[config.mk]
export PLATFORM = sky130hd
export DESIGN_NAME = tpo_channel
export DESIGN_NICKNAME = d
export VERILOG_FILES = /design/src/verilog/tpo_pkg.sv /design/src/verilog/tpo_tick_gen.sv /design/src/verilog/tpo_pwm.sv /design/src/verilog/tpo_channel.sv
export SDC_FILE = /design/constraint.sdc
export NUM_CORES = 1
export LEC_CHECK = 0
export ABC_AREA = 1
export BUFFER_PORTS_ARGS = -buffer_cell sky130_fd_sc_hd__buf_2
export CAP_MARGIN = 40
export CELL_PAD_IN_SITES_DETAIL_PLACEMENT = 2
export CELL_PAD_IN_SITES_GLOBAL_PLACEMENT = 2
export CORE_ASPECT_RATIO = 0.9
export CORE_MARGIN = 2
export CORE_UTILIZATION = 35
export CTS_CLUSTER_SIZE = 24
export DETAILED_ROUTE_END_ITERATION = 8
export PLACE_DENSITY = 0.94
export SYNTH_ARGS = -nofsm -noshare
export SYNTH_HDL_FRONTEND = slang
export SYNTH_SLANG_ARGS = --single-unit
export TNS_END_PERCENT = 1
[constraint.sdc]
create_clock -name clk_sys -period 6.7 [get_ports clk_sys]
set_input_delay 1.005 -clock clk_sys [delete_from_list [all_inputs] [get_ports clk_sys]]
set_output_delay 1.005 -clock clk_sys [all_outputs]
set_load 0.005 [all_outputs]
[src/verilog/tpo_pkg.sv]
// package: constants and carrier types for the timed pulse output channel
package tpo_pkg;
   // timing
   localparam int unsigned CLK_HZ          = 40000000;
   localparam int unsigned TICK_US         = 10;
   localparam int unsigned TICK_CYC        = (CLK_HZ / 1000000) * TICK_US;
   localparam int unsigned TRIG_LAT_MS     = 10;
   localparam int unsigned TRIG_LAT_CYC    = (CLK_HZ / 1000) * TRIG_LAT_MS;
   localparam int unsigned TICK_CNT_W      = 9;
   localparam int unsigned DUR_W           = 24;
   localparam int unsigned PCT_W           = 7;
   localparam int unsigned PWM_STEPS       = 100;
   // one pulse of 1.0 s in 10 us ticks
   localparam logic [23:0] DUR_FIXED_RST   = 24'h0186A0;
   localparam logic [23:0] PR_DELAY_RST    = 24'h00C350;
   localparam logic [6:0]  PR_DUTY_RST     = 7'h32;
   localparam logic        SC_EN_RST       = 1'b1;
   localparam logic        PR_EN_RST       = 1'b1;
   localparam logic        INV_RST         = 1'b0;

   typedef enum logic [2:0] {
      TPO_MODE_NONE,
      TPO_MODE_ONOFF,
      TPO_MODE_THRESH,
      TPO_MODE_PWM_FAST,
      TPO_MODE_PWM_SLOW,
      TPO_MODE_FREQ_MOD,
      TPO_MODE_PULSE,
      TPO_MODE_DOSING
   } tpo_mode_t;

   typedef struct packed {
      tpo_mode_t   mode;
      logic        dur_from_net;
      logic [23:0] dur_fixed;
      logic        indep_input;
      logic        err_on_level;
      logic        sc_en;
      logic        invert;
      logic        pr_en;
      logic [23:0] pr_delay;
      logic [6:0]  pr_duty;
   } tpo_cfg_t;

   typedef struct packed {
      logic        trig_own;
      logic        trig_field_bit;
      logic [23:0] dur_net;
      logic        man_set;
      logic        man_cancel;
   } tpo_cmd_t;
endpackage

[src/verilog/tpo_tick_gen.sv]
// 10 us time base, independent of any communication cycle
module tpo_tick_gen (
   input  wire logic clk_sys,
   input  wire logic rst,
   input  wire logic ce,
   output logic      tick
);
   logic [tpo_pkg::TICK_CNT_W-1:0] cnt_reg;

   always_ff @(posedge clk_sys) begin
      if (rst) begin
         cnt_reg <= '0;
         tick    <= 1'b0;
      end else if (ce) begin
         if (cnt_reg == tpo_pkg::TICK_CNT_W'(tpo_pkg::TICK_CYC - 1)) begin
            cnt_reg <= '0;
            tick    <= 1'b1;
         end else begin
            cnt_reg <= cnt_reg + 1'b1;
            tick    <= 1'b0;
         end
      end
   end
endmodule

[src/verilog/tpo_pwm.sv]
// power reduction pwm: 100 steps of one tick, duty in percent
module tpo_pwm (
   input  wire logic                     clk_sys,
   input  wire logic                     rst,
   input  wire logic                     ce,
   input  wire logic                     tick,
   input  wire logic [tpo_pkg::PCT_W-1:0] duty,
   output logic                          pwm
);
   logic [tpo_pkg::PCT_W-1:0] step_reg;

   always_ff @(posedge clk_sys) begin
      if (rst) begin
         step_reg <= '0;
      end else if (ce && tick) begin
         if (step_reg == tpo_pkg::PCT_W'(tpo_pkg::PWM_STEPS - 1)) begin
            step_reg <= '0;
         end else begin
            step_reg <= step_reg + 1'b1;
         end
      end
   end

   // duty above 100 saturates to steady on
   always_ff @(posedge clk_sys) begin
      if (rst) begin
         pwm <= 1'b0;
      end else if (ce) begin
         pwm <= (step_reg < duty);
      end
   end
endmodule

[src/verilog/tpo_channel.sv]
// one timed pulse output channel: trigger, override, cancel, error, short, inversion, power reduction
// What this block does
// - rising trigger edge starts an output pulse of configured duration
// - trigger edges during an active output are ignored
// - manual set holds output active as long as it lasts
// - manual set during a pulse cancels it; output drops when override ends
// - cancel drops output at once unless error_in sets the error level, aborts pulse, beats trigger and set
// - trigger to output latency stays below 10 ms
// - pulse timed by dedicated 10 us internal timer
// - pulse duration comes from fixed setting or network value per channel
// - independent input picks own trigger or shared bit field bit
// - on error output goes to the configured error level
// - detected short with detection enabled ends pulse and flags fault
// - inversion drives pin opposite to logical output
// - after continuous on for delay, power reduction substitutes pwm
// - power reduction set by delay and duty percentage
// - seven modes, unconfigured after reset, pwm fast and slow
// - defaults: short detection and power reduction on, inversion off
module tpo_channel (
   input  wire logic              clk_sys,
   input  wire logic              rst,
   input  wire logic              ce,
   input  wire tpo_pkg::tpo_cfg_t cfg,
   input  wire logic              cfg_load,
   input  wire tpo_pkg::tpo_cmd_t cmd,
   input  wire logic              error_in,
   input  wire logic              short_in,
   input  wire logic              short_clr,
   output logic                   out_pin,
   output logic                   out_logic,
   output logic                   short_flag,
   output logic                   pulse_busy,
   output logic                   reduced,
   output logic                   configured
);
   typedef enum logic [1:0] {
      TPO_ST_IDLE,
      TPO_ST_PULSE,
      TPO_ST_HOLD
   } tpo_state_t;

   tpo_pkg::tpo_cfg_t          cfg_reg;
   tpo_state_t                 state_reg;
   tpo_state_t                 state_next;
   logic [tpo_pkg::DUR_W-1:0]  dur_cnt_reg;
   logic [tpo_pkg::DUR_W-1:0]  dur_lat_reg;
   logic [tpo_pkg::DUR_W-1:0]  on_cnt_reg;
   logic [2:0]                 trig_sync_reg;
   logic [2:0]                 short_sync_reg;
   logic                       trig_reg;
   logic                       trig_prev_reg;
   logic                       short_reg;
   logic                       tick;
   logic                       pwm;
   logic                       trig_sel;
   logic                       trig_rise;
   logic                       timed_mode;
   logic                       short_hit;
   logic                       logic_on;
   logic                       drive_on;

   tpo_tick_gen u_tick (
      .clk_sys (clk_sys),
      .rst     (rst),
      .ce      (ce),
      .tick    (tick)
   );

   tpo_pwm u_pwm (
      .clk_sys (clk_sys),
      .rst     (rst),
      .ce      (ce),
      .tick    (tick),
      .duty    (cfg_reg.pr_duty),
      .pwm     (pwm)
   );

   // configuration store with defaults; mode starts unconfigured
   always_ff @(posedge clk_sys) begin
      if (rst) begin
         cfg_reg.mode         <= tpo_pkg::TPO_MODE_NONE;
         cfg_reg.dur_from_net <= 1'b0;
         cfg_reg.dur_fixed    <= tpo_pkg::DUR_FIXED_RST;
         cfg_reg.indep_input  <= 1'b0;
         cfg_reg.err_on_level <= 1'b0;
         cfg_reg.sc_en        <= tpo_pkg::SC_EN_RST;
         cfg_reg.invert       <= tpo_pkg::INV_RST;
         cfg_reg.pr_en        <= tpo_pkg::PR_EN_RST;
         cfg_reg.pr_delay     <= tpo_pkg::PR_DELAY_RST;
         cfg_reg.pr_duty      <= tpo_pkg::PR_DUTY_RST;
      end else if (ce && cfg_load) begin
         cfg_reg <= cfg;
      end
   end

   assign timed_mode = (cfg_reg.mode == tpo_pkg::TPO_MODE_PULSE) ||
                       (cfg_reg.mode == tpo_pkg::TPO_MODE_DOSING);

   // trigger source choice happens before synchronising so one chain suffices
   assign trig_sel = cfg_reg.indep_input ? cmd.trig_own : cmd.trig_field_bit;

   // three-stage pin synchronisers, change taken when stages two and three agree
   always_ff @(posedge clk_sys) begin
      if (rst) begin
         trig_sync_reg  <= '0;
         short_sync_reg <= '0;
         trig_reg       <= 1'b0;
         short_reg      <= 1'b0;
         trig_prev_reg  <= 1'b0;
      end else if (ce) begin
         trig_sync_reg  <= {trig_sync_reg[1:0], trig_sel};
         short_sync_reg <= {short_sync_reg[1:0], short_in};
         if (trig_sync_reg[1] == trig_sync_reg[2]) begin
            trig_reg <= trig_sync_reg[2];
         end
         if (short_sync_reg[1] == short_sync_reg[2]) begin
            short_reg <= short_sync_reg[2];
         end
         trig_prev_reg <= trig_reg;
      end
   end

   assign trig_rise = trig_reg && !trig_prev_reg;
   assign short_hit = short_reg && cfg_reg.sc_en;

   always_comb begin
      state_next = state_reg;
      unique case (state_reg)
         TPO_ST_IDLE: begin
            if (cmd.man_set) begin
               state_next = TPO_ST_HOLD;
            end else if (trig_rise && timed_mode && !error_in && !short_hit) begin
               state_next = TPO_ST_PULSE;
            end
         end
         TPO_ST_PULSE: begin
            // further edges not looked at here
            if (cmd.man_set) begin
               state_next = TPO_ST_HOLD;
            end else if (short_hit) begin
               state_next = TPO_ST_IDLE;
            end else if (tick && (dur_cnt_reg + 1'b1 >= dur_lat_reg)) begin
               state_next = TPO_ST_IDLE;
            end
         end
         TPO_ST_HOLD: begin
            if (!cmd.man_set) begin
               state_next = TPO_ST_IDLE;
            end
         end
      endcase
      if (cmd.man_cancel || error_in) begin
         state_next = TPO_ST_IDLE;
      end
   end

   always_ff @(posedge clk_sys) begin
      if (rst) begin
         state_reg <= TPO_ST_IDLE;
      end else if (ce) begin
         state_reg <= state_next;
      end
   end

   // duration is latched at start so a network update cannot stretch a running pulse
   always_ff @(posedge clk_sys) begin
      if (rst) begin
         dur_cnt_reg <= '0;
         dur_lat_reg <= '0;
      end else if (ce) begin
         if (state_reg != TPO_ST_PULSE) begin
            dur_cnt_reg <= '0;
            dur_lat_reg <= cfg_reg.dur_from_net ? cmd.dur_net : cfg_reg.dur_fixed;
         end else if (tick) begin
            dur_cnt_reg <= dur_cnt_reg + 1'b1;
         end
      end
   end

   assign logic_on = error_in ? cfg_reg.err_on_level
                              : (state_next != TPO_ST_IDLE);

   // continuous on-time; short pulses restart it so reduction may never engage
   always_ff @(posedge clk_sys) begin
      if (rst) begin
         on_cnt_reg <= '0;
      end else if (ce) begin
         if (!out_logic) begin
            on_cnt_reg <= '0;
         end else if (tick && (on_cnt_reg != cfg_reg.pr_delay)) begin
            on_cnt_reg <= on_cnt_reg + 1'b1;
         end
      end
   end

   assign drive_on = (reduced && logic_on) ? pwm : logic_on;

   always_ff @(posedge clk_sys) begin
      if (rst) begin
         out_logic  <= 1'b0;
         out_pin    <= 1'b0;
         reduced    <= 1'b0;
         pulse_busy <= 1'b0;
         configured <= 1'b0;
      end else if (ce) begin
         out_logic  <= logic_on;
         out_pin    <= drive_on ^ cfg_reg.invert;
         reduced    <= cfg_reg.pr_en && out_logic && logic_on &&
                       (on_cnt_reg == cfg_reg.pr_delay);
         pulse_busy <= (state_next == TPO_ST_PULSE);
         configured <= (cfg_reg.mode != tpo_pkg::TPO_MODE_NONE);
      end
   end

   // sticky fault; a new short in the clear cycle wins
   always_ff @(posedge clk_sys) begin
      if (rst) begin
         short_flag <= 1'b0;
      end else if (ce) begin
         if (short_hit && (state_reg == TPO_ST_PULSE)) begin
            short_flag <= 1'b1;
         end else if (short_clr) begin
            short_flag <= 1'b0;
         end
      end
   end
endmodule

---- Word-level counts from Yosys, hierarchy flattened ----
Index checks and enable logic that the tools add are counted.
storage, ports and cells
  register bits after elaboration ......... 171
  output and inout port bits .............. 6
  word-level logic and storage cells ...... 100
operators by class
  reductions and logical operators ........ 30
  equal/unequal tests ..................... 13
  mux-type cells .......................... 21
  bitwise logic cells ..................... 1
  order comparisons ....................... 2
  add/sub/neg operators ................... 4
operators by type and width
  kind                                                                      number
  24-bit 2-to-1 mux                                                         5
  24-bit by 1-bit adder with 24-bit output (second input constant)          2
  24-bit == test                                                            1
  24-bit greater-or-equal comparator                                        1
  24-bit inequality test                                                    1
  1-bit logical AND                                                         14
  2-bit 2-to-1 mux                                                          7
  2-bit AND reduction                                                       6
  9-bit by 1-bit adder with 9-bit output (second input constant)            1
  9-bit == test (second input constant)                                     1
  9-bit 2-to-1 mux                                                          1
  7-bit by 1-bit adder with 7-bit output (second input constant)            1
  7-bit == test (second input constant)                                     1
  7-bit less-than comparator                                                1
  7-bit 2-to-1 mux                                                          1
  3-bit == test (second input constant)                                     2
  1-bit 2-to-1 mux                                                          6
  2-bit case mux with 3 select lines                                        1
  2-bit nonzero test                                                        3
  2-bit by 1-bit == test with 1-bit output (second input constant)          2
  2-bit by 1-bit inequality test with 1-bit output (second input constant)  2
  1-bit zero test                                                           3
  3-bit nonzero test                                                        1
  1-bit == test                                                             2
  4 further kinds                                                           5

---- Longest topological paths before layout ----
  depth after elaboration ................. 14
  depth in mapped cells ................... 32

---- Hierarchy ----
A second synthesis with hierarchy kept.
second synthesis, totals
  cells, all modules ...................... 1214
  area, all modules ....................... 8619.5 um2
modules (own cells, without submodules)
  module        area an instance (um2)  times used  cells each
  tpo_channel   7569.8                  1           1055
  tpo_pwm       573.0                   1           90
  tpo_tick_gen  476.7                   1           69

---- Worst setup path before layout ----
Ideal clock, no wire load.
  path kind ............................... flip-flop to flip-flop
  start point ............................. register dur_cnt_reg[0] (netlist name)
  end point ............................... register out_pin
  path slack .............................. 3.672 ns
  period minus slack after synthesis ...... 3.028 ns
  required time ........................... 6.583 ns
  buffers on the path ..................... 0
  arrival ................................. 2.911 ns
  stages on the path, launching flop included .. 32
  path through ............................ dfxtp_1 ha_1 nand3_1 nor2_1 inv_1 nor2_1 inv_1 nor2_2 nand2_1 nor3_1 inv_1 nor2_2 xor2_1 inv_1 ha_1 nand2_1 nor2_1 nand4_1 nor2_1 nand2_1 nand2_1 nand2_1 nand2_1 nand2_1 nand2_1 nand2_1 nand2_1 nand3_1 nand3_1 nand2_1 nor2_1 nor2_1
on the way
  longest elaborated chain between the ends .. 13
ends and longest elaborated chain
  what                                        RTL line            RTL
  from (decl)                                 tpo_channel.sv:45   logic [tpo_pkg::DUR_W-1:0] dur_cnt_reg;
  from (signal assigned)                      tpo_channel.sv:175  dur_cnt_reg <= dur_cnt_reg + 1'b1;
  24-bit by 1-bit adder with 24-bit output *  tpo_channel.sv:142  end else if (tick && (dur_cnt_reg + 1'b1 >= dur_lat_reg)) begin
  24-bit greater-or-equal comparator *        tpo_channel.sv:142
  1-bit logical AND *                         tpo_channel.sv:142
  2-bit 2-to-1 mux *                          tpo_channel.sv:142
  2-bit 2-to-1 mux *                          tpo_channel.sv:140  end else if (short_hit) begin
  2-bit 2-to-1 mux *                          tpo_channel.sv:138  if (cmd.man_set) begin
  2-bit case mux with 3 select lines *        tpo_channel.sv:128  unique case (state_reg)
  2-bit 2-to-1 mux *                          tpo_channel.sv:152  if (cmd.man_cancel || error_in) begin
  2-bit nonzero test *                        tpo_channel.sv:181  : (state_next != TPO_ST_IDLE);
  1-bit 2-to-1 mux *                          tpo_channel.sv:180  assign logic_on = error_in ? cfg_reg.err_on_level
  1-bit logical AND                           tpo_channel.sv:196  assign drive_on = (reduced && logic_on) ? pwm : logic_on;
  1-bit 2-to-1 mux *                          tpo_channel.sv:196
  1-bit bitwise XOR *                         tpo_channel.sv:207  out_pin <= drive_on ^ cfg_reg.invert;
  to (signal assigned)                        tpo_channel.sv:207
  to (decl)                                   tpo_channel.sv:29   output logic out_pin,
Mark *: on every way between the ends. The rest lies on a longest branch, timed or not.
A chain may end at the register's enable or synchronous reset.

---- Worst setup path in the final report ----
Ends and elaborated chain as after synthesis.

==> flow_metrics.tcl <==
set metrics [dict create \
    drt_iter0_markers 387 \
    port_buffers 104 \
    slew_viol_final 0 \
    dp_hpwl_microns 22200 \
    end_kind "register" \
    tns_ns 0 \
    hold_class "register to register" \
    postLayoutCoreUtil 0.4194 \
    syn_area_per_cell_sq_um 7.181 \
    p_leak_nw 4.041 \
    syn_inst 1166 \
    fin_crit_ns 4.396 \
    htree_levels 4 \
    track_usage 0.2638 \
    dp_slack_ns 2.850 \
    wl_per_cell_microns 21.08 \
    viasPerCell 5.388 \
    grt_pass1_vias 9476 \
    drv_cap 0 \
    grt_start_max_net_pins 72 \
    crit_slowest_cell "dfxtp_1" \
    synth_cell_types 41 \
    initial_utilization 0.3577 \
    root_buffer "clkbuf_16" \
    ys.flop_type "dfxtp_1" \
    worst_pin_slew_ns 0.9191 \
    top_usage_layer "met2" \
    die_h_microns 150.7 \
    critPathMostFrequentCell "nand2_1" \
    dr.pass1.iters 5 \
    remaining_drc_errors 0 \
    setup_viol 0 \
    fill_cells 2734 \
    arrival_ns 4.79 \
    grt_use_met3 0.04364 \
    fin_crit_sh 0.6561 \
    ios 105 \
    fin_ws_ns 2.304 \
    hold_ws_ns 0.4737 \
    ctsResizeCount 0 \
    ys_seq_area_frac 0.4088 \
    largest_register_ff_count 64 \
    area_growth_syn_to_layout_pct 17.24 \
    cts.path.max_buffers 2 \
    cts-hold-fix-buffers 0 \
    rows 53 \
    grtUsageMet1 0.2942 \
    synth_area_sq_mm 0.008373 \
    drive_above_1_share 0.1423 \
    cp-start-kind "register" \
    vias 8449 \
    totalWireLength_microns 33060 \
    nNetsFinal 1387 \
    outcome "finished, final reports clean" \
    cp_max_fo 4 \
    grt_first_pass_wirelength_microns 51500 \
    grt_use_met2 0.4967 \
    crit_type "register to register" \
    grt-ovfl-total 0 \
    place.gp.congestion 0.8039 \
    ir_drop_v 0.0001910 \
    insertion_delay_ns 0.46 \
    path_clk_slew_ns 0.08 \
    ys_ff_latch 171 \
    antenna_found_initial 1 \
    cts_made_buffers 17 \
    numClockSinks 171 \
    async_reset_ff_frac 0 \
    synth_warnings 0 \
    die_x_microns 167.0 \
    grt_setup_unrepaired "no" \
    core_area_sq_mm 0.02341 \
    cts_tree "built" \
    ant_nets 0 \
    fmax_ghz 0.2275 \
    power_density_mw_per_mm2 237.7 \
    fin_worst_skew_ns 0.01166 \
    syn_nets 1301 \
    cp.required_ns 7.09 \
    relSlewSlack 0.3864 \
    synth_edf_count 0 \
    hold_viol 0 \
    post-cts-setup-buffer-count 0 \
    dieArea_sq_mm 0.02518 \
    slowest_delay_ns 0.41 \
]
cells in the mapped netlist (4+ instances only):
library cell / number / share of area
ha_1: 36 / 0.054
o21ai_0: 98 / 0.059
nor3_1: 28 / 0.017
nand2_2: 6 / 0.0045
o211ai_1: 5 / 0.0045
nand2_1: 249 / 0.11
nor2_2: 7 / 0.0052
a31oi_1: 25 / 0.019
nor2_1: 159 / 0.071
nor4_1: 4 / 0.0030
clkbuf_1: 42 / 0.019
nand3_1: 33 / 0.020
xnor2_1: 23 / 0.024
xor2_1: 23 / 0.024
nor3b_1: 6 / 0.0054
a21oi_1: 78 / 0.047
dfxtp_1: 171 / 0.41
inv_1: 116 / 0.052
nand4_1: 15 / 0.011
o21a_1: 5 / 0.0045
a211oi_1: 4 / 0.0036
nand3_2: 4 / 0.0048
kinds of logic after synthesis:
logic type      after synthesis  share of synthesized area
flops                       171                     0.4088
xor+xnor                     47                    0.05006
compound gates              223                     0.1445
simple gates                523                     0.2679
buf+inv                     166                    0.07487
fa+ha+maj                    36                    0.05380
power by group:
part	switching (mW)	internal [mW]	total, mW	leakage, nW
clock network	0.513	0.496	1.01	0.275
registers	0.0336	1.06	1.09	1.40
logic	0.149	0.0836	0.233	2.37
final timing paths:
kind	start	to	cells after the start	slack, ns
hold reg to reg	short_flag$_SDFFE_PP0P_	short_flag$_SDFFE_PP0P_	2	0.47
hold / removal	short_flag$_SDFFE_PP0P_	short_flag$_SDFFE_PP0P_	2	0.47
setup reg to reg	dur_cnt_reg[0]$_SDFFE_PP0P_	out_pin$_SDFFE_PP0P_	30	2.30
setup / recovery	dur_cnt_reg[0]$_SDFFE_PP0P_	out_pin$_SDFFE_PP0P_	30	2.30
per-stage QoR:
| step | area, sq um | total power, mW | cells |
|---|---|---|---|
| 3_3_place_gp | 9129 | 1.307 | 1529 |
| 5_1_grt | 9817 | 2.418 | 1568 |
| 3_5_place_dp | 9208 | 1.334 | 1534 |
| 6_report | 9817 | 2.334 | 1568 |
| 2_1_floorplan | 8373 | 1.230 | 1166 |
| 4_1_cts | 9787 | 2.342 | 1566 |
layout make-up:
cell class                 count  area (sq um)  area share
timing repair buffer         114         656.9     0.06691
clock buffer                  17         425.4     0.04333
multi-input combinational    829          4330      0.4411
inverter                     119         446.7     0.04550
antenna                        1         2.502   0.0002549
sequential                   171          3423      0.3487
tap                          302         377.9     0.03849
clock inverter                15         153.9     0.01568
worst max-delay path, delay by kind of cell, from the launching register on:
family / cells / cell delay (ns)
buffers and inverters: 4 / 0.45
and+or+nand+nor: 22 / 2.62
xor gates and xnor gates: 1 / 0.16
AOI/OAI and AO/OA: 1 / 0.21
adders and majority gates: 2 / 0.50
DFF: 1 / 0.41
layout by cell type, fill, tap and decap left out, drive strengths merged:
cell      Yosys  routed
xor2         23      23
clkinv        2       7
a21oi        79      79
dfxtp       171     171
clkinvlp      0       3
nor4          5       5
and3          1       1
o221a         2       2
o211ai        5       5
nor3         31      31
xnor2        24      24
diode         0       1
ha           36      36
a211oi        4       4
nand3b        2       2
o21a          5       5
nor3b         6       6
nand4        15      15
a31oi        25      25
nor2        169     169
o41ai         1       1
o21ai        99      99
a21o          2       2
buf           5     114
a22oi         1       1
and2          1       1
nand3        37      37
clkbuf       42      17
inv         117     124
nand2       256     256
metal layers:
metal  vias up  share of wire
met1      4211           0.41
li1       3957              -
met3        70          0.033
met2       211           0.53
met4         0          0.032
met5         -              0
Note: power is estimated with default switching activity, not from simulation.
